[src/ccsr_pkg.sv]
// constants, field positions, reset values and frame states for the lane register bank
package ccsr_pkg;
    // ------------------------------------------------------------
    // register offsets
    // ------------------------------------------------------------
    localparam logic [4:0]  LANE_C_CONFIG_OFS     = 5'h13;
    localparam logic [4:0]  LANE_D_CONFIG_OFS     = 5'h14;
    localparam logic [4:0]  LANE_STATUS_FLAGS_OFS = 5'h16;

    // ------------------------------------------------------------
    // lane configuration fields
    // ------------------------------------------------------------
    localparam int          CFG_PDOWN_POS   = 0;
    localparam int          CFG_COMMA_POS   = 1;
    localparam int          CFG_PRBS_POS    = 2;
    localparam int          CFG_LOOP_POS    = 3;
    localparam int          CFG_EMPH1_POS   = 4;
    localparam int          CFG_EMPH2_POS   = 5;
    localparam int          CFG_BIT0_POS    = 6;
    localparam int          CFG_BIT1_POS    = 7;
    localparam int          CFG_LOSEN_POS   = 8;
    localparam int          CFG_MSB         = 8;
    localparam logic [8:0]  LANE_CFG_RST    = 9'h102;

    // ------------------------------------------------------------
    // status fields (lsb of each four-lane group)
    // ------------------------------------------------------------
    localparam int          ST_LOS_POS      = 0;
    localparam int          ST_PASS_POS     = 4;
    localparam int          ST_DEC_POS      = 8;
    localparam int          ST_COLL_POS     = 12;
    localparam logic [15:0] STATUS_RST      = 16'h00F0;

    // ------------------------------------------------------------
    // management frame format
    // ------------------------------------------------------------
    localparam logic [5:0]  PREAMBLE_LEN    = 6'h20;
    localparam logic [4:0]  HDR_LAST_BIT    = 5'h0C;
    localparam logic [4:0]  DATA_LAST_BIT   = 5'h0F;
    localparam logic [4:0]  TA_LAST_BIT     = 5'h01;
    localparam logic [1:0]  OP_READ         = 2'h2;
    localparam logic [1:0]  OP_WRITE        = 2'h1;
    localparam logic [4:0]  PHY_ADDR_DFLT   = 5'h01;

    typedef enum logic [2:0] {
        ST_IDLE  = 3'b000,
        ST_HDR   = 3'b001,
        ST_TA_WR = 3'b010,
        ST_WDATA = 3'b011,
        ST_TA_RD = 3'b100,
        ST_RDATA = 3'b101
    } ccsr_state_t;
endpackage

[src/ccsr_regs.sv]
// lane C/D configuration and shared lane status registers behind the management port
//
// How it works
// RQ1: lane loopback bit ORs with global loopback
// RQ2: lane pattern enable ORs with global enable
// RQ3: lane comma enable ORs global, resets enabled
// RQ4: lane power down ORs with global bit
// RQ5: loss-of-signal reporting gated, enabled after reset
// RQ6: two lane configuration bits 7:6, reset zero
// RQ7: two preemphasis bits 5:4, reset zero
// RQ8: collision flags 15:12, cleared on read
// RQ9: decode error flags 11:8, cleared on read
// RQ10: pass flags 7:4, error clears, read restores
// RQ11: loss-of-signal flags 3:0, cleared on read
// RQ12: effective config is pin, global, lane OR
// RQ13: lane loopback also ORs dedicated pin
// RQ14: reserved config bits read zero, ignore writes
// RQ15: flags stay set until status read
module ccsr_regs #(
    parameter logic [4:0] PHY_ADDR = ccsr_pkg::PHY_ADDR_DFLT
) (
    input  wire logic        sys_clk,
    input  wire logic        rstn,
    input  wire logic        mdc,
    input  wire logic        mdio_in,
    output logic             mdio_out,
    output logic             mdio_oe_n,
    input  wire logic [1:0]  cfg_pin,
    input  wire logic        loopback_pin_c,
    input  wire logic        loopback_pin_d,
    input  wire logic [1:0]  glb_cfg,
    input  wire logic        glb_loopback,
    input  wire logic        glb_prbs_en,
    input  wire logic        glb_comma_en,
    input  wire logic        glb_power_down,
    input  wire logic [1:0]  los_report_en_ab,
    input  wire logic [3:0]  fifo_coll_evt,
    input  wire logic [3:0]  decode_err_evt,
    input  wire logic [3:0]  prbs_err_evt,
    input  wire logic [3:0]  loss_of_signal,
    output logic [1:0]       lane_c_cfg,
    output logic [1:0]       lane_d_cfg,
    output logic [1:0]       lane_c_emph,
    output logic [1:0]       lane_d_emph,
    output logic             lane_c_loopback,
    output logic             lane_d_loopback,
    output logic             lane_c_prbs_en,
    output logic             lane_d_prbs_en,
    output logic             lane_c_comma_en,
    output logic             lane_d_comma_en,
    output logic             lane_c_power_down,
    output logic             lane_d_power_down
);
    import ccsr_pkg::*;

    // ------------------------------------------------------------
    // management frame decoder
    // ------------------------------------------------------------
    ccsr_state_t  state_ff;
    logic         mdc_d_ff;
    logic [5:0]   ones_cnt_ff;
    logic [4:0]   bit_cnt_ff;
    logic [15:0]  sh_ff;
    logic [4:0]   reg_addr_ff;
    logic [15:0]  rd_sh_ff;
    logic [8:0]   cfg_c_ff;
    logic [8:0]   cfg_d_ff;
    logic [15:0]  status_ff;

    logic         mdc_rise;
    logic [12:0]  hdr_word;
    logic [15:0]  wdata;
    logic         hdr_done;
    logic         hdr_ok;
    logic         read_hit;
    logic         wr_done;
    logic [15:0]  rd_value;
    logic         status_rd;
    logic [3:0]   los_gate;

    // mdc is taken as synchronous, so one delay stage is enough for the edge
    always_ff @(posedge sys_clk or negedge rstn) begin
        if (!rstn) begin
            mdc_d_ff <= 1'b0;
        end else begin
            mdc_d_ff <= mdc;
        end
    end

    assign mdc_rise  = mdc & ~mdc_d_ff;
    assign hdr_word  = {sh_ff[11:0], mdio_in};
    assign wdata     = {sh_ff[14:0], mdio_in};
    assign hdr_done  = (state_ff == ST_HDR) && mdc_rise && (bit_cnt_ff == HDR_LAST_BIT);
    // header: second start bit, op code, phy address, register address
    assign hdr_ok    = hdr_word[12] && (hdr_word[9:5] == PHY_ADDR);
    assign read_hit  = hdr_done && hdr_ok && (hdr_word[11:10] == OP_READ);
    assign wr_done   = (state_ff == ST_WDATA) && mdc_rise && (bit_cnt_ff == DATA_LAST_BIT);
    assign status_rd = read_hit && (hdr_word[4:0] == LANE_STATUS_FLAGS_OFS);

    // read mux; reserved config bits and unmapped addresses give zero
    always_comb begin
        rd_value = 16'h0000;
        case (hdr_word[4:0])
            LANE_C_CONFIG_OFS:     rd_value = {7'h00, cfg_c_ff}; // [RQ14]
            LANE_D_CONFIG_OFS:     rd_value = {7'h00, cfg_d_ff}; // [RQ14]
            LANE_STATUS_FLAGS_OFS: rd_value = status_ff;
            default:               rd_value = 16'h0000;
        endcase
    end

    // frame sequencer; a bad start, op or address drops back to preamble hunt
    always_ff @(posedge sys_clk or negedge rstn) begin
        if (!rstn) begin
            state_ff    <= ST_IDLE;
            ones_cnt_ff <= 6'h00;
            bit_cnt_ff  <= 5'h00;
            sh_ff       <= 16'h0000;
            reg_addr_ff <= 5'h00;
        end else if (mdc_rise) begin
            sh_ff      <= wdata;
            bit_cnt_ff <= bit_cnt_ff + 5'h01;
            case (state_ff)
                ST_IDLE: begin
                    bit_cnt_ff <= 5'h00;
                    if (mdio_in) begin
                        if (ones_cnt_ff != PREAMBLE_LEN) begin
                            ones_cnt_ff <= ones_cnt_ff + 6'h01;
                        end
                    end else begin
                        if (ones_cnt_ff == PREAMBLE_LEN) begin
                            state_ff <= ST_HDR;
                        end
                        ones_cnt_ff <= 6'h00;
                    end
                end
                ST_HDR: begin
                    if (bit_cnt_ff == HDR_LAST_BIT) begin
                        bit_cnt_ff  <= 5'h00;
                        reg_addr_ff <= hdr_word[4:0];
                        if (read_hit) begin
                            state_ff <= ST_TA_RD;
                        end else if (hdr_ok && (hdr_word[11:10] == OP_WRITE)) begin
                            state_ff <= ST_TA_WR;
                        end else begin
                            state_ff <= ST_IDLE;
                        end
                    end
                end
                ST_TA_WR: begin
                    if (bit_cnt_ff == TA_LAST_BIT) begin
                        bit_cnt_ff <= 5'h00;
                        state_ff   <= ST_WDATA;
                    end
                end
                ST_TA_RD: begin
                    if (bit_cnt_ff == TA_LAST_BIT) begin
                        bit_cnt_ff <= 5'h00;
                        state_ff   <= ST_RDATA;
                    end
                end
                ST_WDATA, ST_RDATA: begin
                    if (bit_cnt_ff == DATA_LAST_BIT) begin
                        state_ff <= ST_IDLE;
                    end
                end
                default: begin
                    state_ff <= ST_IDLE;
                end
            endcase
        end
    end

    // read data path: drive zero in the second turnaround bit, then msb first
    always_ff @(posedge sys_clk or negedge rstn) begin
        if (!rstn) begin
            rd_sh_ff  <= 16'h0000;
            mdio_out  <= 1'b1;
            mdio_oe_n <= 1'b1;
        end else if (read_hit) begin
            rd_sh_ff <= rd_value;
        end else if (mdc_rise) begin
            if (state_ff == ST_TA_RD && bit_cnt_ff == 5'h00) begin
                mdio_out  <= 1'b0;
                mdio_oe_n <= 1'b0;
            end else if (state_ff == ST_TA_RD || state_ff == ST_RDATA) begin
                if (state_ff == ST_RDATA && bit_cnt_ff == DATA_LAST_BIT) begin
                    mdio_out  <= 1'b1;
                    mdio_oe_n <= 1'b1;
                end else begin
                    mdio_out <= rd_sh_ff[15];
                    rd_sh_ff <= {rd_sh_ff[14:0], 1'b0};
                end
            end
        end
    end

    // ------------------------------------------------------------
    // lane configuration registers
    // ------------------------------------------------------------
    // only the low nine bits exist, so reserved bits cannot take writes
    always_ff @(posedge sys_clk or negedge rstn) begin
        if (!rstn) begin
            cfg_c_ff <= LANE_CFG_RST; // [RQ3] [RQ5] [RQ6] [RQ7]
            cfg_d_ff <= LANE_CFG_RST; // [RQ1] [RQ2] [RQ4]
        end else if (wr_done) begin
            if (reg_addr_ff == LANE_C_CONFIG_OFS) begin
                cfg_c_ff <= wdata[CFG_MSB:0]; // [RQ6] [RQ7] [RQ14]
            end
            if (reg_addr_ff == LANE_D_CONFIG_OFS) begin
                cfg_d_ff <= wdata[CFG_MSB:0]; // [RQ6] [RQ7] [RQ14]
            end
        end
    end

    // effective lane controls, registered so every output is a flop
    always_ff @(posedge sys_clk or negedge rstn) begin
        if (!rstn) begin
            lane_c_cfg        <= 2'h0;
            lane_d_cfg        <= 2'h0;
            lane_c_emph       <= 2'h0;
            lane_d_emph       <= 2'h0;
            lane_c_loopback   <= 1'b0;
            lane_d_loopback   <= 1'b0;
            lane_c_prbs_en    <= 1'b0;
            lane_d_prbs_en    <= 1'b0;
            lane_c_comma_en   <= 1'b1;
            lane_d_comma_en   <= 1'b1;
            lane_c_power_down <= 1'b0;
            lane_d_power_down <= 1'b0;
        end else begin
            lane_c_cfg <= cfg_pin | glb_cfg | cfg_c_ff[CFG_BIT1_POS:CFG_BIT0_POS]; // [RQ12]
            lane_d_cfg <= cfg_pin | glb_cfg | cfg_d_ff[CFG_BIT1_POS:CFG_BIT0_POS]; // [RQ12]
            lane_c_emph <= cfg_c_ff[CFG_EMPH2_POS:CFG_EMPH1_POS]; // [RQ7]
            lane_d_emph <= cfg_d_ff[CFG_EMPH2_POS:CFG_EMPH1_POS]; // [RQ7]
            lane_c_loopback <= loopback_pin_c | glb_loopback
                               | cfg_c_ff[CFG_LOOP_POS]; // [RQ1] [RQ13]
            lane_d_loopback <= loopback_pin_d | glb_loopback
                               | cfg_d_ff[CFG_LOOP_POS]; // [RQ1] [RQ13]
            lane_c_prbs_en    <= glb_prbs_en | cfg_c_ff[CFG_PRBS_POS];     // [RQ2]
            lane_d_prbs_en    <= glb_prbs_en | cfg_d_ff[CFG_PRBS_POS];     // [RQ2]
            lane_c_comma_en   <= glb_comma_en | cfg_c_ff[CFG_COMMA_POS];   // [RQ3]
            lane_d_comma_en   <= glb_comma_en | cfg_d_ff[CFG_COMMA_POS];   // [RQ3]
            lane_c_power_down <= glb_power_down | cfg_c_ff[CFG_PDOWN_POS]; // [RQ4]
            lane_d_power_down <= glb_power_down | cfg_d_ff[CFG_PDOWN_POS]; // [RQ4]
        end
    end

    // ------------------------------------------------------------
    // shared status flags
    // ------------------------------------------------------------
    // lanes a/b enables live elsewhere; c/d come from their own registers
    assign los_gate = {cfg_d_ff[CFG_LOSEN_POS], cfg_c_ff[CFG_LOSEN_POS], los_report_en_ab};

    // the read samples the old value first; an event in the read cycle still lands
    always_ff @(posedge sys_clk or negedge rstn) begin
        if (!rstn) begin
            status_ff <= STATUS_RST;
        end else begin
            status_ff[ST_COLL_POS+:4] <= (status_ff[ST_COLL_POS+:4] & {4{~status_rd}})
                                         | fifo_coll_evt;             // [RQ8] [RQ15]
            status_ff[ST_DEC_POS+:4]  <= (status_ff[ST_DEC_POS+:4] & {4{~status_rd}})
                                         | decode_err_evt;            // [RQ9] [RQ15]
            status_ff[ST_PASS_POS+:4] <= (status_ff[ST_PASS_POS+:4] | {4{status_rd}})
                                         & ~prbs_err_evt;             // [RQ10]
            status_ff[ST_LOS_POS+:4]  <= (status_ff[ST_LOS_POS+:4] & {4{~status_rd}})
                                         | (loss_of_signal & los_gate); // [RQ5] [RQ11] [RQ15]
        end
    end
endmodule

[config.mk]
export PLATFORM = sky130hd
export DESIGN_NAME = ccsr_regs
export DESIGN_NICKNAME = d
export VERILOG_FILES = /design/src/ccsr_pkg.sv /design/src/ccsr_regs.sv
export SDC_FILE = /design/constraint.sdc
export NUM_CORES = 1
export LEC_CHECK = 0
export BUFFER_PORTS_ARGS = -buffer_cell sky130_fd_sc_hd__buf_2
export CAP_MARGIN = 30
export CORE_UTILIZATION = 55
export DETAILED_ROUTE_END_ITERATION = 16
export GPL_TIMING_DRIVEN = 0
export MAX_ROUTING_LAYER = met4
export PLACE_DENSITY = 0.76
export SYNTH_ARGS = -nofsm -noshare
export SYNTH_HDL_FRONTEND = slang
export SYNTH_SLANG_ARGS = --single-unit
[constraint.sdc]
create_clock -name sys_clk -period 2.72 [get_ports sys_clk]
set_input_delay 0.544 -clock sys_clk [delete_from_list [all_inputs] [get_ports sys_clk]]
set_output_delay 0.544 -clock sys_clk [all_outputs]
set_load 0.03 [all_outputs]
# --- Word level (Yosys, flattened, before mapping) ---
# Cells that the tools add are included.
word_totals:
  output_inout_bits: 18
  latchBits: 0
  reg_bits: 100
  mem_bits_rw: 0
  n_memories: 0
  word_cells: 134
  rom_bits: 0
op_classes:
  n_bitwise: 27
  n_div: 0
  n_mux: 26
  n_shift: 0
  n_reduce_logical: 28
  addsub: 2
  mul: 0
  order_cmp: 0
  eq_ne: 27
ops:
  columns: ["operator", "count"]
  rows:
  - ["$mux 16", 5]
  - ["$pmux 16 s3", 1]
  - ["$eq 5x5->1 const B", 5]
  - ["$mux 3", 7]
  - ["$and 4x4->4", 5]
  - ["$or 4x4->4", 4]
  - ["$pmux 3 s5", 1]
  - ["$pmux 5 s3", 1]
  - ["$ne 2x2->1 const B", 7]
  - ["$mux 6", 2]
  - ["$logic_and 1x1->1", 11]
  - ["$eq 5x1->1 const B", 2]
  - ["$eq 5x4->1 const B", 2]
  - ["$mux 5", 2]
  - ["$or 1x1->1", 10]
  - ["$reduce_and 3->1", 3]
  - ["$reduce_and 4->1", 2]
  - ["$reduce_bool 2->1", 4]
  - ["$reduce_and 7->1", 1]
  - ["$add 6x1->6 const B", 1]
  - ["$eq 3x2->1 const B", 2]
  - ["$eq 3x3->1 const B", 2]
  - ["$eq 6x6->1 const B", 1]
  - ["$mux 1", 6]
  - ["16 further kinds", 23]

# --- Longest topological paths before layout ---
depth:
  ltp_word: 10
  depth_mapped: 9
  mapped_depth_nobuf: 8

# --- Least setup slack after synthesis ---
# No wires, ideal clock.
synth_timing:
  path_type: "register to register"
  startpoint: "register bit_cnt_ff[0]"
  endpoint: "register rd_sh_ff[8]"
  setup_slack_ns: 0.496
  setup_time_ns: 0.126
  required_time_ns: 2.594
  period_less_slack_ns: 2.224
  stages_incl_launch_ff: 10
  t_arrival_ns: 2.098
  path_cell_list: "dfrtp_1 > ha_1 > and3_1 > ha_1 > and2_1 > or3_1 > buf_2 > clkbuf_1 > o21ai_0 > a2bb2oi_2"
synth_via:
  elab_chain_len: 6
  elab_cells_between_ends: 14
  cone_classes: "4 x eq/ne; 1 x mux; 9 x reduce/logical"
synth_lines:
  columns: ["item", "line_no", "rtl"]
  rows:
  - ["start, declared", "ccsr_regs.sv:62", "logic [4:0] bit_cnt_ff;"]
  - ["start signal, assigned", "ccsr_regs.sv:121", "bit_cnt_ff <= bit_cnt_ff + 5'h01;"]
  - ["$eq 5x4->1", "ccsr_regs.sv:93", "assign hdr_done = (state_ff == ST_HDR) && mdc_rise && (bit_cnt_ff == HDR_LAST_BIT);"]
  - ["$logic_and 1x1->1", "ccsr_regs.sv:93", null]
  - ["$logic_and 1x1->1 (2 in a row)", "ccsr_regs.sv:96", "assign read_hit = hdr_done && hdr_ok && (hdr_word[11:10] == OP_READ);"]
  - ["$ne 2x2->1 (no source line) / $reduce_bool 2->1 (equally long branches)", null, null]
  - ["$reduce_and 4->1 (no source line)", null, null]
  - ["end signal, assigned", "ccsr_regs.sv:180", "rd_sh_ff <= rd_value;"]
  - ["end signal, assigned", "ccsr_regs.sv:191", "rd_sh_ff <= {rd_sh_ff[14:0], 1'b0};"]
  - ["end, declared", "ccsr_regs.sv:65", "logic [15:0] rd_sh_ff;"]
# Parallel ways exist; a longest one is shown, timed or not.
# A chain may end at the register's enable or synchronous reset.

# --- Worst setup path after layout ---
# Same ends and word-level chain as after synthesis.

==> flow_metrics.tcl <==
set metrics [dict create \
    cts_tree "built" \
    setup_tns_ns 0 \
    irDropWorstVdd_v 0.000402 \
    dieArea_um2 8360 \
    layout_common_cells "dfrtp_1 (88), nand2_1 (68), buf_2 (55), mux2_2 (21), o21ai_0 (20)" \
    wl_met3_um 410 \
    path_class "reg2reg" \
    setup_viol 0 \
    dp_hpwl_mm 6.22 \
    grt_remaining_overflow 0 \
    vias 3196 \
    finalHoldViolations 0 \
    die_y_um 91.4 \
    p_sw_mw 0.974 \
    grt_usage 0.236 \
    port_buffers 49 \
    reg2reg_depth 9 \
    seqPwrFrac 0.559 \
    n_fill_cell 638 \
    status "finished, final reports clean" \
    p_leak_nw 2.36 \
    final.setup_skew_ns 0.0104 \
    gp_congestion 0.842 \
    grt_max_degree 73 \
    cts-root-buf "clkbuf_8" \
    first_pass_iters 4 \
    p_per_area_nw_per_um2 632 \
    post_dp_cell_area_um2 4810 \
    hold_buffers 0 \
    cts.clk_slew.worst_paths_ns 0.10 \
    first_global_vias 3061 \
    crit_required_ns 2.98 \
    synth_warnings 0 \
    clock-sinks 100 \
    htreeDepth 3 \
    combPwrFrac 0.167 \
    layout_min_cycle_time_ns 2.45 \
    relSlewSlack 0.514 \
    rsz0062_at_grt "no" \
    grt_pass1_wl_mm 14.8 \
    cts_resized 0 \
    final_antenna_net_count 0 \
    cts_inserted_buffers 9 \
    met1_length_mm 4.07 \
    met2_length_mm 4.28 \
    fmax_ghz 0.408 \
    initial_core_util 0.569 \
    pwr-share-clk 0.274 \
    p_int_mw 2.18 \
    wirelength_mm 8.87 \
    clockBufferDepth 2 \
    worst_pin_slew_ns 0.726 \
    crit_path_end_kind "flop" \
    hp-class "in2async" \
    critical_path.startpoint_type "flop" \
    io_pins 50 \
    drc 0 \
    antennaDiodeCount 0 \
    core_um2 7730 \
    insertion_delay_ns 0.37 \
    syn_inst 395 \
    mostFrequentLayoutCell "dfrtp_1" \
    drv_slew 0 \
    postCtsSetupBuffers 0 \
    arrival_ns 2.71 \
    via_per_inst 5.67 \
    grt_antenna_before_repair 0 \
    die_w_um 91.4 \
    top_layer "met4" \
    syn-num-nets 433 \
    synth_area_um2 4400 \
    synth_cell_types 47 \
    avgSynthCellArea_um2 11.1 \
    finalInstanceArea_um2 4980 \
    drv_cap 0 \
    drive_gt1_frac 0.258 \
    routedWlPerCell_um 15.7 \
    nets 495 \
    switching_share 0.309 \
    cp_max_fo 10 \
    ys_seq_elements 100 \
    yosysSeqAreaShare 0.572 \
    area_growth_pct 13.3 \
    synth-edff-count 0 \
    synthArstFlopShare 1.00 \
    drt_first_iter_violations 89 \
    fp-row-count 32 \
    synth_flop_cell "dfrtp_1" \
    timing.final.crit_share 0.902 \
]
==> area by class of cell <==
type                            count  area (um^2)  share of cell area
Sequential cell                   100         2520               0.505
Multi-Input combinational cell    265         1760               0.353
Timing Repair Buffer               51          283              0.0567
Tap cell                          102          128              0.0256
Clock buffer                        9          124              0.0248
Buffer                             16         70.1              0.0141
Inverter                           14         52.6              0.0105
Clock inverter                      7         48.8             0.00979
==> state kept, by name (all words and copies together) (netlist names), 2 cells and up <==
register and count:
lane_c_emph 2, bit_cnt_ff 5, sh_ff 12, lane_d_cfg 2, reg_addr_ff 5, status_ff 16, lane_d_emph 2, cfg_d_ff 9
rd_sh_ff 16, cfg_c_ff 9, lane_c_cfg 2, state_ff 3, ones_cnt_ff 6
==> final timing paths <==
check	start	end	slack [ns]
max	bit_cnt_ff[0]	rd_sh_ff[8]	0.27
min	rstn	lane_c_power_down	0.09
max reg2reg	bit_cnt_ff[0]	rd_sh_ff[8]	0.27
min reg2reg	cfg_c_ff[5]	lane_c_emph[1]	0.42
max in group asynchronous	rstn	status_ff[7]	1.94
min in group sys_clk	prbs_err_evt[3]	status_ff[7]	0.27
==> through the flow <==
| stage | hold WS [ns] | total power, mW | cells | setup WS, ns | util |
|---|---|---|---|---|---|
| 2_1_floorplan | 0.248 | 2.12 | 395 | 0.496 | - |
| 3_3_place_gp | 0.380 | 2.28 | 546 | 0.144 | 0.618 |
| 3_5_place_dp | 0.389 | 2.32 | 548 | 0.183 | 0.623 |
| 4_1_cts | 0.0859 | 3.18 | 564 | 0.191 | 0.645 |
| 5_1_grt | 0.103 | 3.31 | 564 | 0.0734 | 0.645 |
| 6_report | 0.0860 | 3.15 | 564 | 0.267 | 0.645 |
==> routing by layer <==
metal  vias to the layer above  GRT usage
li1                       1524          -
met1                      1583      0.300
met2                        81      0.377
met3                         8     0.0595
met4                         0     0.0688
met5                         -          -
==> power groups by stage <==
| stage | sequential, mW | clock [mW] | combinational (mW) |
|---|---|---|---|
| final | 1.76 | 0.863 | 0.528 |
| after global routing | 1.78 | 0.939 | 0.593 |
| after CTS | 1.76 | 0.892 | 0.531 |
| after detailed placement | 1.79 | 0 | 0.530 |
| after global placement | 1.78 | 0 | 0.501 |
| after floorplan | 1.76 | 0 | 0.357 |
==> critical path, stage by stage (launching register included) <==
cell	delay, ns
dfrtp_1	0.43
ha_1	0.24
and3_1	0.19
ha_1	0.18
and2_1	0.22
or3_1	0.35
buf_2	0.19
clkbuf_2	0.22
o21ai_0	0.24
a2bb2oi_2	0.08
==> kinds of logic (layout without fill, tap and decap cells) <==
family	after synthesis	after routing	share of synthesized area
buffers and inverters	30	97	0.0276
AOI/OAI and AO/OA	86	86	0.135
adders and majority gates	7	7	0.0193
muxes	37	37	0.0907
and+or+nand+nor	135	135	0.156
DFF	100	100	0.572
==> synth_stat cells (2+ instances only) <==
cell type,count,area [um^2]
a22oi_1,8,60.1
a22o_1,7,61.3
and2_1,2,12.5
or4_1,2,15.0
mux2_1,2,22.5
a2bb2oi_1,7,61.3
mux2_2,21,236
and3_1,4,25.0
buf_2,7,35.0
dfstp_2,12,315
or3_1,10,62.6
nand2_1,68,255
nor2b_1,2,12.5
clkbuf_1,9,33.8
o21ai_0,20,100
nand3b_1,3,22.5
nor2_1,6,22.5
o31ai_1,3,22.5
or2_2,6,37.5
or4b_1,2,20.0
a21o_1,18,135
inv_1,14,52.6
a21oi_1,12,60.1
dfrtp_1,88,2200
a31oi_1,3,18.8
mux2i_1,14,140
o22ai_1,2,12.5
nor3_1,6,30.0
and4b_1,2,20.0
nor3b_1,2,15.0
nand2b_1,6,37.5
nand3_1,7,35.0
ha_1,6,75.1
No activity file was read; power rests on OpenSTA's default activity.
